**src/rtl/rgc_pkg.sv**
```systemverilog
// Package with register map, field layout and reset values of the regulator control group
// Notes on behaviour
// Boost standby mode bits 6:5 pick off, PFM, automatic or pulse skipping.
// Boost normal mode bits 3:2 use the same four codes, 00 meaning off.
// Boost voltage bits 1:0 step from 5.000 V at 00 to 5.150 V at 11.
// In automatic mode the boost picks PFM or pulse skipping from load current.
// Boost enters automatic switching when the power-up sequence enables it; the code sets only normal mode bits 3:2, standby still uses bits 6:5.
// Front-end regulator bit 0 set keeps it at full power in standby.
// Memory reference enable bit 0 turns the reference supply on or off.
// Backup supply voltage accepts only code 110, meaning 3.0 V; others are refused.
// Linear regulator bit 7 picks off or sleep on a power-button turn-off.
// Linear regulator bit 6 set permits low-power operation; clear forbids it.
// Linear regulator bit 5 set switches it off during standby.
// Linear regulator bit 4 enables the regulator.
// Linear regulator bits 3:0 hold the four-bit output voltage code.
// Second linear regulator register has the same layout as the first.
// At reset linear bits 7:5 are 0; enable and voltage load from OTP.
// Unimplemented bits read as zero and ignore writes.
package rgc_pkg;
   localparam int ADDR_W = 8;
   localparam int DATA_W = 8;
   localparam int LDO_N = 2;

   localparam logic [7:0] OFS_BOOST = 8'h66;
   localparam logic [7:0] OFS_FRONT = 8'h69;
   localparam logic [7:0] OFS_MEMREF = 8'h6A;
   localparam logic [7:0] OFS_BACKUP = 8'h6B;
   localparam logic [7:0] OFS_LDO_A = 8'h6C;
   localparam logic [7:0] OFS_LDO_B = 8'h6D;

   localparam int BOOST_STBY_LSB = 5;
   localparam int BOOST_NORM_LSB = 2;
   localparam int BOOST_VOLT_LSB = 0;
   localparam int LDO_OMODE_BIT = 7;
   localparam int LDO_LPWR_BIT = 6;
   localparam int LDO_STBY_BIT = 5;
   localparam int LDO_EN_BIT = 4;
   localparam int LDO_VOLT_LSB = 0;

   localparam logic [7:0] BOOST_MASK = 8'h6F;
   localparam logic [7:0] FRONT_MASK = 8'h01;
   localparam logic [7:0] MEMREF_MASK = 8'h01;
   localparam logic [7:0] BACKUP_MASK = 8'h07;
   localparam logic [7:0] LDO_MASK = 8'hFF;

   localparam logic [7:0] BOOST_RST = 8'h00;
   localparam logic FRONT_RST = 1'h0;
   localparam logic MEMREF_RST = 1'h0;
   localparam logic [2:0] BACKUP_3V0 = 3'h6;
   localparam logic [2:0] LDO_CTRL_RST = 3'h0;

   typedef enum logic [1:0] {
      BST_OFF = 2'b00,
      BST_PFM = 2'b01,
      BST_AUTO = 2'b10,
      BST_PSM = 2'b11
   } rgc_boost_mode_type;
endpackage

```
**src/rtl/rgc_regulator_control_regs.sv**
```systemverilog
// Regulator control register group with its decoded regulator controls
`timescale 1ns/10ps
`default_nettype none
module rgc_regulator_control_regs #(
   parameter int LDO_N = rgc_pkg::LDO_N
) (
   input wire logic core_clk,
   input wire logic rst_n,
   input wire logic [rgc_pkg::ADDR_W-1:0] reg_addr,
   input wire logic [rgc_pkg::DATA_W-1:0] reg_wdata,
   input wire logic reg_wr_en,
   input wire logic reg_rd_en,
   output logic [rgc_pkg::DATA_W-1:0] reg_rdata,
   output logic reg_rd_valid,
   input wire logic [LDO_N-1:0] otp_ldo_enable,
   input wire logic [4*LDO_N-1:0] otp_ldo_voltage,
   input wire logic device_standby,
   input wire logic seq_boost_enable,
   input wire logic boost_load_high,
   input wire logic power_button_turnoff,
   input wire logic power_button_wake,
   output logic boost_on,
   output logic boost_pfm_active,
   output logic boost_psm_active,
   output logic [1:0] boost_voltage_code,
   output logic front_ldo_low_power,
   output logic memory_reference_enable,
   output logic [2:0] backup_supply_voltage_code,
   output logic [LDO_N-1:0] linear_reg_on,
   output logic [LDO_N-1:0] linear_reg_low_power,
   output logic [LDO_N-1:0] linear_reg_sleep,
   output logic [4*LDO_N-1:0] linear_reg_voltage_code
);
   import rgc_pkg::*;

   logic [7:0] boost_ctl_ff;
   logic front_full_power_ff;
   logic memref_en_ff;
   logic [2:0] backup_volt_ff;
   logic [7:0] ldo_ctl_ff [LDO_N];
   logic [LDO_N-1:0] ldo_down_ff;
   logic [LDO_N-1:0] ldo_sleep_ff;
   logic [7:0] nxt_rdata;
   logic [1:0] boost_sel_mode;
   logic wr_boost;
   logic wr_front;
   logic wr_memref;
   logic wr_backup;

   // Address match for one register offset
   function automatic logic hit(input logic [7:0] addr, input logic [7:0] ofs);
      hit = (addr == ofs);
   endfunction

   assign wr_boost = reg_wr_en && hit(reg_addr, OFS_BOOST);
   assign wr_front = reg_wr_en && hit(reg_addr, OFS_FRONT);
   assign wr_memref = reg_wr_en && hit(reg_addr, OFS_MEMREF);
   assign wr_backup = reg_wr_en && hit(reg_addr, OFS_BACKUP);

   // Boost control; the sequencer start wins over a host write in the same cycle
   always_ff @(posedge core_clk) begin
      if (!rst_n) begin
         boost_ctl_ff <= BOOST_RST;
      end else if (seq_boost_enable) begin
         boost_ctl_ff[BOOST_NORM_LSB +: 2] <= BST_AUTO;
      end else if (wr_boost) begin
         boost_ctl_ff <= reg_wdata & BOOST_MASK;
      end
   end

   always_ff @(posedge core_clk) begin
      if (!rst_n) begin
         front_full_power_ff <= FRONT_RST;
      end else if (wr_front) begin
         front_full_power_ff <= reg_wdata[0];
      end
   end

   always_ff @(posedge core_clk) begin
      if (!rst_n) begin
         memref_en_ff <= MEMREF_RST;
      end else if (wr_memref) begin
         memref_en_ff <= reg_wdata[0];
      end
   end

   // Reserved codes would drive the backup rail out of range, so they are dropped
   always_ff @(posedge core_clk) begin
      if (!rst_n) begin
         backup_volt_ff <= BACKUP_3V0;
      end else if (wr_backup && (reg_wdata[2:0] == BACKUP_3V0)) begin
         backup_volt_ff <= reg_wdata[2:0];
      end
   end

   // Boost mode selection: standby field while the device is in standby
   always_comb begin
      if (device_standby) begin
         boost_sel_mode = boost_ctl_ff[BOOST_STBY_LSB +: 2];
      end else begin
         boost_sel_mode = boost_ctl_ff[BOOST_NORM_LSB +: 2];
      end
   end

   always_ff @(posedge core_clk) begin
      if (!rst_n) begin
         boost_on <= 1'b0;
         boost_pfm_active <= 1'b0;
         boost_psm_active <= 1'b0;
      end else begin
         boost_on <= (boost_sel_mode != BST_OFF);
         unique case (boost_sel_mode)
            BST_OFF: begin
               boost_pfm_active <= 1'b0;
               boost_psm_active <= 1'b0;
            end
            BST_PFM: begin
               boost_pfm_active <= 1'b1;
               boost_psm_active <= 1'b0;
            end
            BST_AUTO: begin
               boost_pfm_active <= !boost_load_high;
               boost_psm_active <= boost_load_high;
            end
            BST_PSM: begin
               boost_pfm_active <= 1'b0;
               boost_psm_active <= 1'b1;
            end
         endcase
      end
   end

   assign boost_voltage_code = boost_ctl_ff[BOOST_VOLT_LSB +: 2];
   assign front_ldo_low_power = device_standby && !front_full_power_ff;
   assign memory_reference_enable = memref_en_ff;
   assign backup_supply_voltage_code = backup_volt_ff;

   // Both linear regulators share one layout
   genvar gi;
   generate
      for (gi = 0; gi < LDO_N; gi++) begin : g_ldo
         logic wr_ldo;
         logic [7:0] ctl;
         assign wr_ldo = reg_wr_en && hit(reg_addr, OFS_LDO_A + 8'(gi));
         assign ctl = ldo_ctl_ff[gi];

         // Reset is synchronous, so sampling the OTP lines here is safe
         always_ff @(posedge core_clk) begin
            if (!rst_n) begin
               ldo_ctl_ff[gi] <= {LDO_CTRL_RST, otp_ldo_enable[gi],
                                  otp_ldo_voltage[4*gi +: 4]};
            end else if (wr_ldo) begin
               ldo_ctl_ff[gi] <= reg_wdata & LDO_MASK;
            end
         end

         // Turn-off event: off or sleep from bit 7; a wake in the same cycle loses
         always_ff @(posedge core_clk) begin
            if (!rst_n) begin
               ldo_down_ff[gi] <= 1'b0;
               ldo_sleep_ff[gi] <= 1'b0;
            end else if (power_button_turnoff) begin
               ldo_down_ff[gi] <= !ctl[LDO_OMODE_BIT];
               ldo_sleep_ff[gi] <= ctl[LDO_OMODE_BIT];
            end else if (power_button_wake) begin
               ldo_down_ff[gi] <= 1'b0;
               ldo_sleep_ff[gi] <= 1'b0;
            end
         end

         always_ff @(posedge core_clk) begin
            if (!rst_n) begin
               linear_reg_on[gi] <= 1'b0;
               linear_reg_low_power[gi] <= 1'b0;
            end else begin
               linear_reg_on[gi] <= ctl[LDO_EN_BIT] && !ldo_down_ff[gi] &&
                  !(device_standby && ctl[LDO_STBY_BIT]);
               linear_reg_low_power[gi] <= ctl[LDO_LPWR_BIT] &&
                  (device_standby || ldo_sleep_ff[gi]);
            end
         end

         assign linear_reg_sleep[gi] = ldo_sleep_ff[gi];
         assign linear_reg_voltage_code[4*gi +: 4] = ctl[LDO_VOLT_LSB +: 4];
      end
   endgenerate

   // Read mux; unmapped offsets and unimplemented bits read as zero
   always_comb begin
      nxt_rdata = 8'h00;
      if (hit(reg_addr, OFS_BOOST)) begin
         nxt_rdata = boost_ctl_ff & BOOST_MASK;
      end else if (hit(reg_addr, OFS_FRONT)) begin
         nxt_rdata = {7'h00, front_full_power_ff};
      end else if (hit(reg_addr, OFS_MEMREF)) begin
         nxt_rdata = {7'h00, memref_en_ff};
      end else if (hit(reg_addr, OFS_BACKUP)) begin
         nxt_rdata = {5'h00, backup_volt_ff};
      end else begin
         for (int i = 0; i < LDO_N; i++) begin
            if (hit(reg_addr, OFS_LDO_A + 8'(i))) begin
               nxt_rdata = ldo_ctl_ff[i];
            end
         end
      end
   end

   always_ff @(posedge core_clk) begin
      if (!rst_n) begin
         reg_rdata <= 8'h00;
         reg_rd_valid <= 1'b0;
      end else begin
         reg_rd_valid <= reg_rd_en;
         if (reg_rd_en) begin
            reg_rdata <= nxt_rdata;
         end
      end
   end
endmodule
`default_nettype wire

```
**config.mk**
```make
export PLATFORM = sky130hd
export DESIGN_NAME = rgc_regulator_control_regs
export DESIGN_NICKNAME = d
export VERILOG_FILES = /design/src/rtl/rgc_pkg.sv /design/src/rtl/rgc_regulator_control_regs.sv
export SDC_FILE = /design/constraint.sdc
export NUM_CORES = 1
export LEC_CHECK = 0
export BUFFER_PORTS_ARGS = -buffer_cell sky130_fd_sc_hd__buf_2
export CORE_ASPECT_RATIO = 0.75
export CORE_MARGIN = 1
export CORE_UTILIZATION = 40
export CTS_CLUSTER_SIZE = 25
export DETAILED_ROUTE_END_ITERATION = 12
export HOLD_SLACK_MARGIN = 0.1
export PLACE_DENSITY = 0.74
export SLEW_MARGIN = 20
export SYNTH_ARGS = -nofsm -noshare
export SYNTH_HDL_FRONTEND = slang
export SYNTH_SLANG_ARGS = --single-unit
export TNS_END_PERCENT = 5
```
**constraint.sdc**
```tcl
create_clock -name core_clk -period 1.9 [get_ports core_clk]
set_input_delay 0.285 -clock core_clk [delete_from_list [all_inputs] [get_ports core_clk]]
set_output_delay 0.285 -clock core_clk [all_outputs]
set_load 0.005 [all_outputs]
```
=== After elaboration in Yosys (flattened, before gate mapping) ===
Memories as Yosys holds them, arrays and structs flattened.
Index checks and enable logic that the tools add are counted.
W data, S select, Z words.

* Register bits after elaboration: 31
* Bits in writable memories: 16
* Input bits: 35
* Output and inout port bits: 33
* Word-level logic and storage cells: 93
* Memories kept: 1

* Equal/unequal tests: 10
* Muxes and demuxes: 25
* Bitwise gates (word level): 4
* Reductions and logical operators: 34

{| class="wikitable"
|+ Memories
! memory !! words !! width !! read ports !! clocked after Yosys merged registers in !! wr ports !! RTL line !! text
|-
| ldo_ctl_ff || 2 || 8 || 2 || 0 || 2 || rgc_regulator_control_regs.sv:40 || <nowiki>logic [7:0] ldo_ctl_ff [LDO_N];</nowiki>
|}

{| class="wikitable"
|+ Operators with widths
! cell !! count
|-
| $mux W8 || 8
|-
| $eq A8 B7 Y1 const B || 6
|-
| $logic_and A1 B1 Y1 || 16
|-
| $mux W1 || 12
|-
| $logic_not A1 Y1 || 8
|-
| $pmux W1 S3 || 2
|-
| $reduce_bool A2 Y1 || 3
|-
| $reduce_or A2 Y1 || 3
|-
| $eq A2 B2 Y1 const B || 2
|-
| $mux W2 || 2
|-
| $mux W4 || 1
|-
| $eq A3 B3 Y1 const B || 1
|-
| $eq A2 B1 Y1 const B || 1
|-
| $logic_not A2 Y1 || 1
|-
| $logic_or A1 B1 Y1 || 2
|-
| $not A1 Y1 || 2
|-
| $or A1 B1 Y1 || 2
|-
| $reduce_and A2 Y1 || 1
|}

=== Longest topological paths before layout ===
* Depth after elaboration: 7
* Mapped depth: 6
* Gate-level depth less buffers: 5

=== Worst setup path before layout ===
OpenSTA, ideal clock, no wires.

* Path kind: in2reg
* From: in reg_addr[7] (netlist name)
* To: mem ldo_ctl_ff[1][0] (enable)
* Library setup time: 384 ps
* Data arrival time: 1506 ps
* Data required time: 1516 ps
* Setup slack: 10 ps
* Cell stages on the path: 4
* Buffers on the path: 1
* Path through: and4bb_2 -> buf_4 -> nand3_2 -> o21ai_0

{| class="wikitable"
|+ RTL lines
! what !! RTL line !! text
|-
| from (decl) || rgc_regulator_control_regs.sv:9 || <nowiki>input wire logic [rgc_pkg::ADDR_W-1:0] reg_addr,</nowiki>
|-
| to (decl) || rgc_regulator_control_regs.sv:40 ||
|}

==> key figures <==
Outcome
  – Outcome: complete, no violations

Cells and area
  – Final #Nets: 307
  – Non-Filler Instances: 345
  – Post-route cell area: 0.00278 mm²
  – Final core occ: 50.8%
  – Layout area overhead: 19.6%
  – Layout cells sized above 1: 38.1%
  – Most frequent cells in the layout: 67 x buf_2, 31 x dfxtp_1, 19 x nor2b_1, 16 x edfxtp_1, 15 x mux2i_1
  – Commonest non-fill, non-tap cell in the layout: buf_2
  – Ant diodes: 0

Placement
  – Placement Cell Area: 0.00267 mm²
  – Port buffer count: 67
  – Placed insts: 337
  – Post-DP HPWL: 3850 µm
  – Placer congestion estimate: 0.800

Worst setup path
  – CP max stage cell: nor3_4
  – Crit path launch type: input port
  – Worst path max stage delay: 0.39 ns
  – Critical Path End Type: register
  – Worst EP arrival: 1.63 ns
  – Critical Path Fanout Max: 8
  – Crit Path Class: in -> reg
  – Crit path cell chain: buf_2 -> and4bb_2 -> nand2_1 -> nor3_4 -> mux2_2
  – Worst path required time: 1.96 ns

Logic synthesis
  – Async set or reset register ratio after synthesis: 0%
  – Area leader, netlist: dfxtp_1
  – FF+latch count, synth: 47
  – Ys flop type: dfxtp_1
  – Post-Syn Area: 0.00232 mm²
  – Avg Cell Area, Syn: 11.2 µm²
  – Top cell type's share of synthesized area: 26.7%
  – Synth top area cells: dfxtp_1 27%, edfxtp_1 21%, mux2i_1 6.5%
  – Post-synthesis sequential area ratio: 47.4%
  – Mapped Cells: 208
  – Distinct cell type count after synthesis: 48
  – Yosys Warn Count: 0
  – Mapped Nets: 246
  – EDFF count, synth: 16

Detailed routing
  – DRC viols: 0
  – Final WL: 5110 µm
  – Antenna Violating Nets Remaining: 0
  – Detailed-route via count: 1729
  – Vias per inst: 5.01
  – Pre-antenna DRT Iters: 4
  – Initial DRC count: 144
  – Routed WL per cell: 14.8 µm

Clocking
  – CTS Buffer Depth: 2
  – Root Driver: clkbuf_8
  – H-tree levels: 2
  – Postcts setup bufs: 0
  – Clk Latency, worst-skew pair: 0.30 ns
  – Num CTS Buffers: 5
  – CTS resizes: 0
  – Sinks on Clock Net: 47
  – Post-CTS Hold Buffers: 0
  – CTS clk-pin slew, worst paths: 0.09 ns
  – CTS tree: done

STA
  – Max-slew violation count: 0
  – Post-route setup TNS: 0 ns
  – Final worst path period need: 1.57 ns
  – RSZ-0062 raised after global routing: false
  – Slew at the pin closest to its max-slew limit: 0.456 ns
  – Final Hold Violating Endpoints: 0
  – Max_slew headroom: 69.6%
  – Fin crit share: 82.9%
  – Fmax: 0.635 GHz
  – Final setup fails: 0
  – Worst Skew: 0.00437 ns

Global route
  – Initial antenna violation count: 0
  – Total track usage: 17.8%
  – GR Overflow Total: 0
  – Largest net degree at the start of global routing: 32
  – First-pass GRT wire length: 8140 µm
  – Vias in the first global route: 1586

Floorplan
  – Core area: 0.00547 mm²
  – Placement row count: 23
  – Die Y: 68.0 µm
  – Initial Util: 42.5%
  – Die W: 90.0 µm
  – Num ports: 68
  – Die ar.: 0.00612 mm²

Pwr
  – Leakage power: 1.24 nW
  – Clock network power share: 35.6%
  – PD cells: 732 mW/mm²
  – Worst vdd ir: 0.334 mV
  – Total internal power: 1.57 mW
  – Switching Share: 22.9%
  – NetSw: 0.465 mW
  – Comb power frac: 10.4%
  – Pwr Total: 2.03 mW
  – Sequential share of power: 54.0%

Run
  – Maxcap violations: 0

Hold path
  – Hold Path Class: in -> reg
-- metal layers --
metal	share of wire, %	global-route usage [%]
met1	49	24.4
met4	0.70	6.65
met3	7.3	4.78
met2	43	27.2
met5	0	0
-- synth_stat cells, types with 5 or more instances --
| library cell | instances |
|---|---|
| clkbuf_1 | 5 |
| mux2i_1 | 15 |
| and2_1 | 13 |
| inv_1 | 8 |
| dfxtp_1 | 31 |
| edfxtp_1 | 16 |
| nor2b_1 | 19 |
| mux2_2 | 12 |
| a21oi_1 | 5 |
| buf_4 | 11 |
| nand2_1 | 6 |
| nor3b_1 | 7 |
-- registers in the layout, indices dropped and copies added, names as in the netlist --
| name | count |
|---|---|
| memory_reference_enable | 1 |
| reg_rd_valid | 1 |
| boost_pfm_active | 1 |
| boost_on | 1 |
| front_full_power_ff | 1 |
| linear_reg_low_power | 2 |
| backup_supply_voltage_code | 3 |
| linear_reg_on | 2 |
| reg_rdata | 8 |
| boost_ctl_ff | 6 |
| linear_reg_sleep | 2 |
| ldo_down_ff | 2 |
| boost_psm_active | 1 |
| ldo_ctl_ff | 16 |
-- path summary, 6_finish.rpt --
check | endpoint | cells past startpoint | start | slack, ns
setup / recovery | ldo_ctl_ff[0][4]$_DFFE_PP_ | 5 | reg_addr[7] | 0.33
hold / removal | boost_ctl_ff[2]$_SDFFE_PP0P_ | 2 | seq_boost_enable | 0.18
setup reg to reg | reg_rdata[2]$_SDFFE_PN0P_ | 4 | ldo_ctl_ff[1][2]$_DFFE_PP_ | 0.36
hold reg to reg | linear_reg_on[0]$_SDFF_PN0_ | 1 | ldo_down_ff[0]$_SDFFE_PN0P_ | 0.43
-- final cells by class --
| cell class | instances | area (µm²) |
|---|---|---|
| Sequential cell | 47 | 1100 |
| Inverter | 8 | 30.0 |
| Clock buffer | 5 | 68.8 |
| Clock inverter | 3 | 38.8 |
| Tap cell | 75 | 93.8 |
| Fill cell | 506 | 2690 |
| Multi-Input combinational cell | 133 | 1060 |
| Timing Repair Buffer | 74 | 388 |
-- power by group through the flow --
stage | Sequential (mW) | Clock (mW) | Combinational [mW]
finish | 1.10 | 0.723 | 0.211
global route | 1.10 | 0.784 | 0.233
CTS | 1.10 | 0.733 | 0.213
detailed placement | 1.12 | 0 | 0.212
global placement | 1.12 | 0 | 0.207
floorplan | 1.12 | 0 | 0.126
-- cell families (layout without fill, tap and decap cells) --
kind of cell,count (synthesis),in the layout,synth area share [%]
AOI/OAI and AO/OA,29,29,8.88
muxes,28,28,12.9
adders and majority gates,3,3,1.62
buffers and inverters,28,90,7.05
DFF,47,47,47.4
and+or+nand+nor,73,73,22.1
-- per-stage QoR --
stage / worst slack (ns) / hold WS (ns)
after CTS: 0.333 / 0.168
after global routing: 0.282 / 0.175
after global placement: 0.0660 / 0.405
final: 0.325 / 0.177
after detailed placement: 0.00327 / 0.415
after floorplan: 0.00972 / 0.361
-- critical path: cells and delay by family --
| family | cells | cell delay [ns] |
|---|---|---|
| buffers and inverters | 1 | 0.09 |
| multiplexers | 1 | 0.39 |
| AND/OR/NAND/NOR | 3 | 0.86 |
Power figures use the tool's default switching activity.
